## config.mk

```make
export PLATFORM = sky130hd
export DESIGN_NAME = aef_flags_status
export DESIGN_NICKNAME = d
export VERILOG_FILES = /design/src/logic/_unused_end.v /design/src/logic/aef_sync2.v /design/src/logic/aef_flags_status.v
export VERILOG_INCLUDE_DIRS = /design/src /design/src/logic
export SDC_FILE = /design/constraint.sdc
export NUM_CORES = 1
export LEC_CHECK = 0
export ABC_AREA = 1
export BUFFER_PORTS_ARGS = -buffer_cell sky130_fd_sc_hd__buf_4
export CORE_ASPECT_RATIO = 1.2
export CORE_MARGIN = 2
export CORE_UTILIZATION = 40
export CTS_CLUSTER_DIAMETER = 60
export DETAILED_ROUTE_END_ITERATION = 10
export GPL_TIMING_DRIVEN = 0
export MAX_ROUTING_LAYER = met4
export PLACE_DENSITY = 0.69
export SYNTH_ARGS = -nofsm -noshare
export SYNTH_HDL_FRONTEND = slang
export SYNTH_SLANG_ARGS = --single-unit
```

## constraint.sdc

```tcl
create_clock -name sys_clk -period 2.05 [get_ports sys_clk]
set_input_delay 0 -clock sys_clk [delete_from_list [all_inputs] [get_ports sys_clk]]
set_output_delay 0 -clock sys_clk [all_outputs]
set_load 0.02 [all_outputs]
```

## src/logic/aef_regs.vh

```
// register map, field positions and command codes of the axis event flag block
`ifndef AEF_REGS_VH
`define AEF_REGS_VH

// direct addresses
`define AEF_ADDR_EVENT_FLAG   8'h30
`define AEF_ADDR_EXT_STATE    8'h38

// indirect commands
`define AEF_CMD_RD_EVENT_FLAG 8'hF3
`define AEF_CMD_WR_EVENT_FLAG 8'hB3
`define AEF_CMD_RD_EXT_STATE  8'hF1
`define AEF_CMD_RD_ERR_FLAG   8'hF2

// widths
`define AEF_FLAG_W            20
`define AEF_DATA_W            32
`define AEF_PIN_W             15

// event flag bits
`define AEF_EV_STOP           0
`define AEF_EV_SHIFT          1
`define AEF_EV_MPRE           2
`define AEF_EV_CPRE           3
`define AEF_EV_ACC_ST         4
`define AEF_EV_ACC_END        5
`define AEF_EV_DEC_ST         6
`define AEF_EV_DEC_END        7
`define AEF_EV_CMP_LO         8
`define AEF_EV_CMP_HI         12
`define AEF_EV_CLR            13
`define AEF_EV_LATCH          14
`define AEF_EV_ORIGIN         15
`define AEF_EV_SLOW           16
`define AEF_EV_DRP            17
`define AEF_EV_DRM            18
`define AEF_EV_GO             19

// synchronised pin vector positions
`define AEF_PIN_CGO           0
`define AEF_PIN_LGO           1
`define AEF_PIN_HALT          2
`define AEF_PIN_EMERG         3
`define AEF_PIN_PCS           4
`define AEF_PIN_EZ            5
`define AEF_PIN_DRP           6
`define AEF_PIN_DRM           7
`define AEF_PIN_CLR           8
`define AEF_PIN_LTC           9
`define AEF_PIN_ORG           10
`define AEF_PIN_SDP           11
`define AEF_PIN_SDM           12
`define AEF_PIN_INP           13
`define AEF_PIN_PEN           14

// selection codes
`define AEF_LTM_LATCH_PIN     2'h0
`define AEF_LTM_ORIGIN        2'h1
`define AEF_GOSEL_COMMON      1'h0
`define AEF_CLR_NONE          4'h0

// startup settle: synchroniser depth plus one history stage
`define AEF_PRIME_DONE        2'h3

`endif

```

## src/logic/_unused_end.v

```verilog
// intentionally empty source unit
`timescale 1ns/1ps
`default_nettype none
`default_nettype wire

```

## src/logic/aef_sync2.v

```verilog
// two-stage synchroniser for a vector of asynchronous pins
`timescale 1ns/1ps
`default_nettype none

module aef_sync2 #(
	parameter WIDTH = 15
) (
	input  wire             sys_clk,
	input  wire             rst_n,
	input  wire [WIDTH-1:0] async_in,
	output reg  [WIDTH-1:0] sync_out
);

	// first stage is read only by the second
	reg [WIDTH-1:0] meta_reg;

	always @(posedge sys_clk)
	begin
		if (!rst_n)
		begin
			meta_reg <= {WIDTH{1'b0}};
			sync_out <= {WIDTH{1'b0}};
		end
		else
		begin
			meta_reg <= async_in;
			sync_out <= meta_reg;
		end
	end

endmodule

`default_nettype wire

```

## src/logic/aef_flags_status.v

```verilog
// axis event flag register and extension status register with host access
`timescale 1ns/1ps
`default_nettype none
`include "aef_regs.vh"

module aef_flags_status (
	input  wire                   sys_clk,
	input  wire                   rst_n,
	// direct host access
	input  wire [7:0]             host_addr,
	input  wire                   host_rd,
	input  wire                   host_wr,
	input  wire [`AEF_DATA_W-1:0] host_wdata,
	// indirect command access
	input  wire                   cmd_wr,
	input  wire [7:0]             cmd_code,
	input  wire [`AEF_DATA_W-1:0] cmd_wdata,
	output reg  [`AEF_DATA_W-1:0] host_rdata,
	output reg                    host_rvalid,
	output reg                    int_n,
	output reg                    err_read_clear,
	// configuration
	input  wire [`AEF_FLAG_W-1:0] event_enable_reg,
	input  wire                   read_clear_inhibit,
	input  wire                   go_source_sel,
	input  wire [1:0]             latch_timing_sel,
	input  wire [3:0]             clear_target_sel,
	input  wire                   go_pol,
	input  wire                   erc_pol,
	input  wire                   ez_pol,
	input  wire                   dir_pol,
	input  wire                   clr_pol,
	input  wire                   ltc_pol,
	input  wire                   sd_pol,
	input  wire                   inp_pol,
	// motion engine, same clock
	input  wire                   stop_normal_evt,
	input  wire                   prereg_shift_evt,
	input  wire                   motion_prereg_full,
	input  wire                   compare_prereg_full,
	input  wire                   accelerating_flag,
	input  wire                   decelerating_flag,
	input  wire [4:0]             cmp_match,
	input  wire                   counter_cleared_evt,
	input  wire                   count_latched_evt,
	input  wire [3:0]             operating_state,
	input  wire                   motion_sense_bit,
	input  wire                   deviation_reset_output,
	input  wire [1:0]             compare_queue_depth,
	input  wire [1:0]             motion_queue_depth,
	input  wire                   slowdown_latch_release,
	// pins, asynchronous
	input  wire                   common_go_input_n,
	input  wire                   local_go_input,
	input  wire                   common_halt_input_n,
	input  wire                   common_emergency_input_n,
	input  wire                   position_compare_pin,
	input  wire                   encoder_index,
	input  wire                   manual_direction_input_p,
	input  wire                   manual_direction_input_m,
	input  wire                   counter_clear_input,
	input  wire                   latch_trigger,
	input  wire                   origin_sensor,
	input  wire                   slow_down_input_p,
	input  wire                   slow_down_input_m,
	input  wire                   in_position_signal,
	input  wire                   pulser_enable_pin
);

	// ------------------------------------------------------------
	// helpers
	// ------------------------------------------------------------
	// pol high means the pin is active high
	function is_on;
		input level;
		input pol;
		is_on = ~(level ^ pol);
	endfunction
	function rise;
		input now;
		input was;
		rise = now & ~was;
	endfunction

	// ------------------------------------------------------------
	// pin synchronisation and polarity
	// ------------------------------------------------------------
	wire [`AEF_PIN_W-1:0] pin_sync;
	wire [`AEF_PIN_W-1:0] pin_raw = {pulser_enable_pin, in_position_signal, slow_down_input_m,
		slow_down_input_p, origin_sensor, latch_trigger, counter_clear_input,
		manual_direction_input_m, manual_direction_input_p, encoder_index,
		position_compare_pin, common_emergency_input_n, common_halt_input_n,
		local_go_input, common_go_input_n};

	aef_sync2 #(
		.WIDTH    (`AEF_PIN_W)
	) u_sync (
		.sys_clk  (sys_clk),
		.rst_n    (rst_n),
		.async_in (pin_raw),
		.sync_out (pin_sync)
	);
	wire cgo_on, lgo_on, go_on, halt_on, emerg_on, pcs_on, erc_on, ez_on, drp_on;
	wire drm_on, clr_on, ltc_on, org_on, sdp_on, sdm_on, inp_on, pen_high, sd_dir_on;
	// common inputs are fixed active low
	assign cgo_on    = ~pin_sync[`AEF_PIN_CGO];
	assign halt_on   = ~pin_sync[`AEF_PIN_HALT];
	assign emerg_on  = ~pin_sync[`AEF_PIN_EMERG];
	assign lgo_on    = is_on(pin_sync[`AEF_PIN_LGO], go_pol);
	assign go_on     = (go_source_sel == `AEF_GOSEL_COMMON) ? cgo_on : lgo_on;
	assign pcs_on    = is_on(pin_sync[`AEF_PIN_PCS], go_pol);
	assign erc_on    = is_on(deviation_reset_output, erc_pol);
	assign ez_on     = is_on(pin_sync[`AEF_PIN_EZ], ez_pol);
	assign drp_on    = is_on(pin_sync[`AEF_PIN_DRP], dir_pol);
	assign drm_on    = is_on(pin_sync[`AEF_PIN_DRM], dir_pol);
	assign clr_on    = is_on(pin_sync[`AEF_PIN_CLR], clr_pol);
	assign ltc_on    = is_on(pin_sync[`AEF_PIN_LTC], ltc_pol);
	assign org_on    = pin_sync[`AEF_PIN_ORG];
	assign sdp_on    = is_on(pin_sync[`AEF_PIN_SDP], sd_pol);
	assign sdm_on    = is_on(pin_sync[`AEF_PIN_SDM], sd_pol);
	assign inp_on    = is_on(pin_sync[`AEF_PIN_INP], inp_pol);
	assign pen_high  = pin_sync[`AEF_PIN_PEN];
	assign sd_dir_on = motion_sense_bit ? sdm_on : sdp_on;

	// ------------------------------------------------------------
	// history for edge detection
	// ------------------------------------------------------------
	reg       mfull_reg, cfull_reg, acc_reg, dec_reg, drp_reg, drm_reg, sd_dir_reg, go_reg;
	reg [4:0] cmp_reg;
	reg [1:0] prime_reg;
	// history is meaningless until the synchroniser has filled
	wire      primed = (prime_reg == `AEF_PRIME_DONE);

	always @(posedge sys_clk)
	begin
		if (!rst_n)
		begin
			mfull_reg  <= 1'b0;
			cfull_reg  <= 1'b0;
			acc_reg    <= 1'b0;
			dec_reg    <= 1'b0;
			cmp_reg    <= 5'h00;
			drp_reg    <= 1'b0;
			drm_reg    <= 1'b0;
			sd_dir_reg <= 1'b0;
			go_reg     <= 1'b0;
			prime_reg  <= 2'h0;
		end
		else
		begin
			mfull_reg  <= motion_prereg_full;
			cfull_reg  <= compare_prereg_full;
			acc_reg    <= accelerating_flag;
			dec_reg    <= decelerating_flag;
			cmp_reg    <= cmp_match;
			drp_reg    <= drp_on;
			drm_reg    <= drm_on;
			sd_dir_reg <= sd_dir_on;
			go_reg     <= go_on;
			if (!primed)
				prime_reg <= prime_reg + 2'h1;
		end
	end

	// ------------------------------------------------------------
	// event conditions
	// ------------------------------------------------------------
	reg [`AEF_FLAG_W-1:0] cond;
	always @*
	begin
		cond = {`AEF_FLAG_W{1'b0}};
		cond[`AEF_EV_STOP]    = stop_normal_evt;
		cond[`AEF_EV_SHIFT]   = prereg_shift_evt;
		cond[`AEF_EV_MPRE]    = rise(mfull_reg, motion_prereg_full);
		cond[`AEF_EV_CPRE]    = rise(cfull_reg, compare_prereg_full);
		cond[`AEF_EV_ACC_ST]  = rise(accelerating_flag, acc_reg);
		cond[`AEF_EV_ACC_END] = rise(acc_reg, accelerating_flag);
		cond[`AEF_EV_DEC_ST]  = rise(decelerating_flag, dec_reg);
		cond[`AEF_EV_DEC_END] = rise(dec_reg, decelerating_flag);
		cond[`AEF_EV_CMP_HI:`AEF_EV_CMP_LO] = cmp_match & ~cmp_reg;
		cond[`AEF_EV_CLR]     = counter_cleared_evt & clr_on &
			(clear_target_sel != `AEF_CLR_NONE);
		cond[`AEF_EV_LATCH]   = count_latched_evt & ltc_on &
			(latch_timing_sel == `AEF_LTM_LATCH_PIN);
		cond[`AEF_EV_ORIGIN]  = count_latched_evt & org_on &
			(latch_timing_sel == `AEF_LTM_ORIGIN);
		cond[`AEF_EV_SLOW]    = primed & rise(sd_dir_on, sd_dir_reg);
		// manual direction change, blocked by pulser enable
		cond[`AEF_EV_DRP]     = primed & ~pen_high & (drp_on ^ drp_reg);
		cond[`AEF_EV_DRM]     = primed & ~pen_high & (drm_on ^ drm_reg);
		cond[`AEF_EV_GO]      = primed & rise(go_on, go_reg);
	end

	// ------------------------------------------------------------
	// host decode
	// ------------------------------------------------------------
	wire dir_wr_flag, cmd_wr_flag, cmd_rd_flag, cmd_rd_state, dir_rd_flag, dir_rd_state;
	wire rd_clear, host_rd_err_cmd;

	assign dir_wr_flag  = host_wr & (host_addr == `AEF_ADDR_EVENT_FLAG);
	assign dir_rd_flag  = host_rd & (host_addr == `AEF_ADDR_EVENT_FLAG);
	assign dir_rd_state = host_rd & (host_addr == `AEF_ADDR_EXT_STATE);
	assign cmd_wr_flag  = cmd_wr & (cmd_code == `AEF_CMD_WR_EVENT_FLAG);
	assign cmd_rd_flag  = cmd_wr & (cmd_code == `AEF_CMD_RD_EVENT_FLAG);
	assign cmd_rd_state = cmd_wr & (cmd_code == `AEF_CMD_RD_EXT_STATE);
	// read command clears after returning value
	assign rd_clear     = cmd_rd_flag & ~read_clear_inhibit;
	// error register lives elsewhere; only its read command is decoded here
	assign host_rd_err_cmd = cmd_wr & (cmd_code == `AEF_CMD_RD_ERR_FLAG);

	// ------------------------------------------------------------
	// event flag register
	// ------------------------------------------------------------
	reg  [`AEF_FLAG_W-1:0] event_flag_reg, event_flag_next, w1c_mask;
	always @*
	begin
		w1c_mask = {`AEF_FLAG_W{1'b0}};
		// ones clear, zeros keep; upper bits dropped
		if (dir_wr_flag)
			w1c_mask = w1c_mask | host_wdata[`AEF_FLAG_W-1:0];
		if (cmd_wr_flag)
			w1c_mask = w1c_mask | cmd_wdata[`AEF_FLAG_W-1:0];
		if (rd_clear)
			w1c_mask = {`AEF_FLAG_W{1'b1}};
		// only enabled conditions set; a set beats a same-cycle clear
		event_flag_next = (event_flag_reg & ~w1c_mask) | (cond & event_enable_reg);
	end

	always @(posedge sys_clk)
	begin
		if (!rst_n)
		begin
			event_flag_reg <= {`AEF_FLAG_W{1'b0}};
			int_n          <= 1'b1;
			err_read_clear <= 1'b0;
		end
		else
		begin
			event_flag_reg <= event_flag_next;
			int_n          <= ~(|event_flag_next);
			// same inhibit governs error register read-clear
			err_read_clear <= host_rd_err_cmd & ~read_clear_inhibit;
		end
	end

	// ------------------------------------------------------------
	// slow-down latches
	// ------------------------------------------------------------
	reg psd_latched_reg, msd_latched_reg;
	always @(posedge sys_clk)
	begin
		if (!rst_n)
		begin
			psd_latched_reg <= 1'b0;
			msd_latched_reg <= 1'b0;
		end
		else
		begin
			// latch on input, release from engine; latch wins
			psd_latched_reg <= sdp_on | (psd_latched_reg & ~slowdown_latch_release);
			msd_latched_reg <= sdm_on | (msd_latched_reg & ~slowdown_latch_release);
		end
	end

	// ------------------------------------------------------------
	// extension status
	// ------------------------------------------------------------
	// engine resolves the all-ones catch-all state itself
	// signal levels; direction status not gated by pulser enable
	// queue depth fields; upper byte zero
	wire [`AEF_DATA_W-1:0] ext_state = {8'h00, msd_latched_reg, psd_latched_reg,
		motion_queue_depth, compare_queue_depth, sdm_on, inp_on,
		sdp_on, ltc_on, clr_on, drm_on, drp_on, ez_on, erc_on, pcs_on,
		emerg_on, halt_on, go_on, motion_sense_bit, operating_state};

	// ------------------------------------------------------------
	// read data
	// ------------------------------------------------------------
	always @(posedge sys_clk)
	begin
		if (!rst_n)
		begin
			host_rdata  <= {`AEF_DATA_W{1'b0}};
			host_rvalid <= 1'b0;
		end
		else
		begin
			host_rvalid <= host_rd | cmd_rd_flag | cmd_rd_state;
			if (dir_rd_flag | cmd_rd_flag)
				host_rdata <= {{(`AEF_DATA_W-`AEF_FLAG_W){1'b0}}, event_flag_reg};
			else if (dir_rd_state | cmd_rd_state)
				host_rdata <= ext_state;
			else if (host_rd)
				host_rdata <= {`AEF_DATA_W{1'b0}};
		end
	end

endmodule

`default_nettype wire

```

==> flow_metrics.env <==
export IMPL_cap_violations=0
export IMPL_root_buffer="clkbuf_16"
export IMPL_cpMaxStageDelayCell="dlygate4sd3_1"
export IMPL_cp_top_family="buffers and inverters"
export IMPL_cts_sinks=94
export IMPL_cp_required_ps=2270
export IMPL_row_count=40
export IMPL_max_stage_delay_ps=560
export IMPL_yosysUniqueCellTypes=32
export IMPL_htreeDepth=3
export IMPL_core_mm2=0.00996
export IMPL_ant_nets=0
export IMPL_chipWidth_um=96.0
export IMPL_final_cell_mix="buf_4 (171), nand2_1 (149), dfxtp_1 (94)"
export IMPL_slew_headroom=0.652
export IMPL_period_share=0.946
export IMPL_fin_setup_tns_ps=0
export IMPL_area_growth_synth_to_final_pct=51.9
export IMPL_grt_pass1_wl_um=19300
export IMPL_grt_pass1_vias=4118
export IMPL_antenna_found_initial=0
export IMPL_cts_buffers=9
export IMPL_fin_skew_ps=4.56
export IMPL_cp_max_fo=10
export IMPL_drt_total_wl_um=12600
export IMPL_post_route_min_period_ps=1940
export IMPL_syn_avg_cell_area_um2=7.07
export IMPL_critical_path_class="in -> reg"
export IMPL_drc=0
export IMPL_place_hpwl_um=9780
export IMPL_synth_edf_count=0
export IMPL_final_max_slew_viol_count=0
export IMPL_die_area_mm2=0.0110
export IMPL_vias_per_cell=4.61
export IMPL_place_worst_setup_slack_ps=198
export IMPL_status="finished, final reports clean"
export IMPL_finalSetupViolCount=0
export IMPL_worst_slack_ps=110
export IMPL_gp_congestion=0.859
export IMPL_wire_per_inst_um=13.6
export IMPL_first_iter_violations=243
export IMPL_final_common_cell="buf_4"
export IMPL_num_io_pins=195
export IMPL_initial_core_util=0.408
export IMPL_cts_tree="built"
export IMPL_rsz0062_at_grt="false"
export IMPL_clkTransAtPathRegs_ps=70
export IMPL_arrival_ps=2160
export IMPL_vias=4277
export IMPL_grt_max_degree=19
export IMPL_synthCells=575
export IMPL_syn_area_mm2=0.00407
export IMPL_ys_top_cells_by_area="dfxtp_1 (46%), nand2_1 (14%), inv_1 (7.5%), nor2_1 (6.2%), nand3_1 (6.2%)"
export IMPL_antennaDiodeCount=0
export IMPL_grt_usage=0.239
export IMPL_crit_path_end_kind="register"
export IMPL_largest_reg_flops=24
export IMPL_finalHoldViolations=0
export IMPL_yosysSeqAreaShare=0.463
export IMPL_cts_max_path_buffers=2
export IMPL_critPathBufInv=6
export IMPL_cp_start_kind="input port"
export IMPL_dr_pass1_iters=4
export IMPL_max_freq_mhz=515
export IMPL_post_synth_top_area_cell="dfxtp_1"
export IMPL_finalNetCount=957
export IMPL_synth_seq_cells=94
export IMPL_p_leak_nw=3.13
export IMPL_netlist_area_leader_share=0.463
export IMPL_grt_overflow=0
export IMPL_async_reset_ff_frac=0
export IMPL_cp_cell_sequence="dlygate4sd3_1, buf_4, nand3_1, nor2_4, buf_4, nand3_2, buf_6, nand2_1, o21ai_1, dlygate4sd3_1, inv_1, nor2_1"
export IMPL_hp_class="in -> reg"
export IMPL_insertion_delay_ps=350
export IMPL_vdd_drop_max_uv=460
export IMPL_synth_ff_type="dfxtp_1"
export IMPL_powerDensity_mw_per_mm2=675
export IMPL_max_slew_worst_pin_slew_ps=520
export IMPL_ys_warn_count=0
export IMPL_drive_above_1_share=0.251
export IMPL_die_y_um=114
export IMPL_numPortBuffers=161
-- area by class of cell --
type                            count  area [um2]
Clock inverter                      7        67.6
Clock buffer                        9         225
Inverter                           85         324
Sequential cell                    94        1880
Buffer                             31         161
Timing Repair Buffer              203        1620
Fill cell                         929        3780
Multi-Input combinational cell    372        1740
Tap cell                          126         158
-- tightest hold or removal path, delay by kind of cell --
family	cells	cell delay (ps)
buf+inv	1	80
compound gates	1	60
simple gates	1	80
xor+xnor	1	70
-- per-layer routing --
layer / part of all wire / track usage / wire [um]
met4: 0.016 / 0.0762 / 197
met1: 0.42 / 0.275 / 5250
met2: 0.51 / 0.422 / 6450
met3: 0.054 / 0.0349 / 684
met5: 0 / - / 0
-- metrics by stage --
stage,hold slack (ps),power [mW],cell area (um2),cells,util
after floorplan,75.2,2.23,4090,582,-
after global placement,179,2.51,5460,869,0.548
after detailed placement,187,2.53,5460,869,0.548
after CTS,2.57,4.19,6150,925,0.618
after global routing,31.4,4.34,6180,927,0.620
final,8.40,4.17,6180,927,0.620
-- report_power, final --
part           total [mW]  internal, mW  switching (mW)  leakage [nW]
Clock                1.62         0.851           0.764         0.139
Combinational       0.609         0.331           0.278          2.22
Sequential           1.95          1.91          0.0381         0.772
-- synthesized netlist by cell type, drive strengths merged, types with 2 or more instances --
master  count
inv        83
a21oi      14
a22oi       3
nor2       68
dfxtp      94
and3b       2
clkbuf     15
o21bai      6
buf        16
nor3        2
nand2     150
clkinv      2
nand3b      7
a31oi      15
nor3b       2
xor2        3
o21ai      26
nand3      51
xnor2      11
-- logic make-up after synthesis --
family / after synthesis / synth area share
buffers and inverters: 116 / 0.117
DFF: 94 / 0.463
AOI/OAI and AO/OA: 65 / 0.0920
adders and majority gates: 1 / 0.00308
other: 1 / 0.000922
and+or+nand+nor: 284 / 0.294
xor gates and xnor gates: 14 / 0.0302
-- repair_timing --
action / CTS / global route
setup endpoints to repair: 0 / 1
resized for setup: 0 / 6
hold buffers: 40 / 0
hold endpoints to repair: 41 / 0
buffers inserted: 0 / 2
-- final timing paths --
path                            cells after the start                     startpoint  slack (ps)                             to
worst min-delay path                                4                        erc_pol           8     host_rdata[9]$_SDFFE_PN0P_
worst max-delay path                               12                    cmd_code[0]         110   event_flag_reg[0]$_SDFF_PN0_
worst min register to register                      2  u_sync.meta_reg[5]$_SDFF_PN0_         420  u_sync.sync_out[5]$_SDFF_PN0_
worst max register to register                      9      prime_reg[0]$_SDFFE_PN0P_         420               int_n$_SDFF_PN1_
Note: power is estimated with default switching activity, not from simulation.
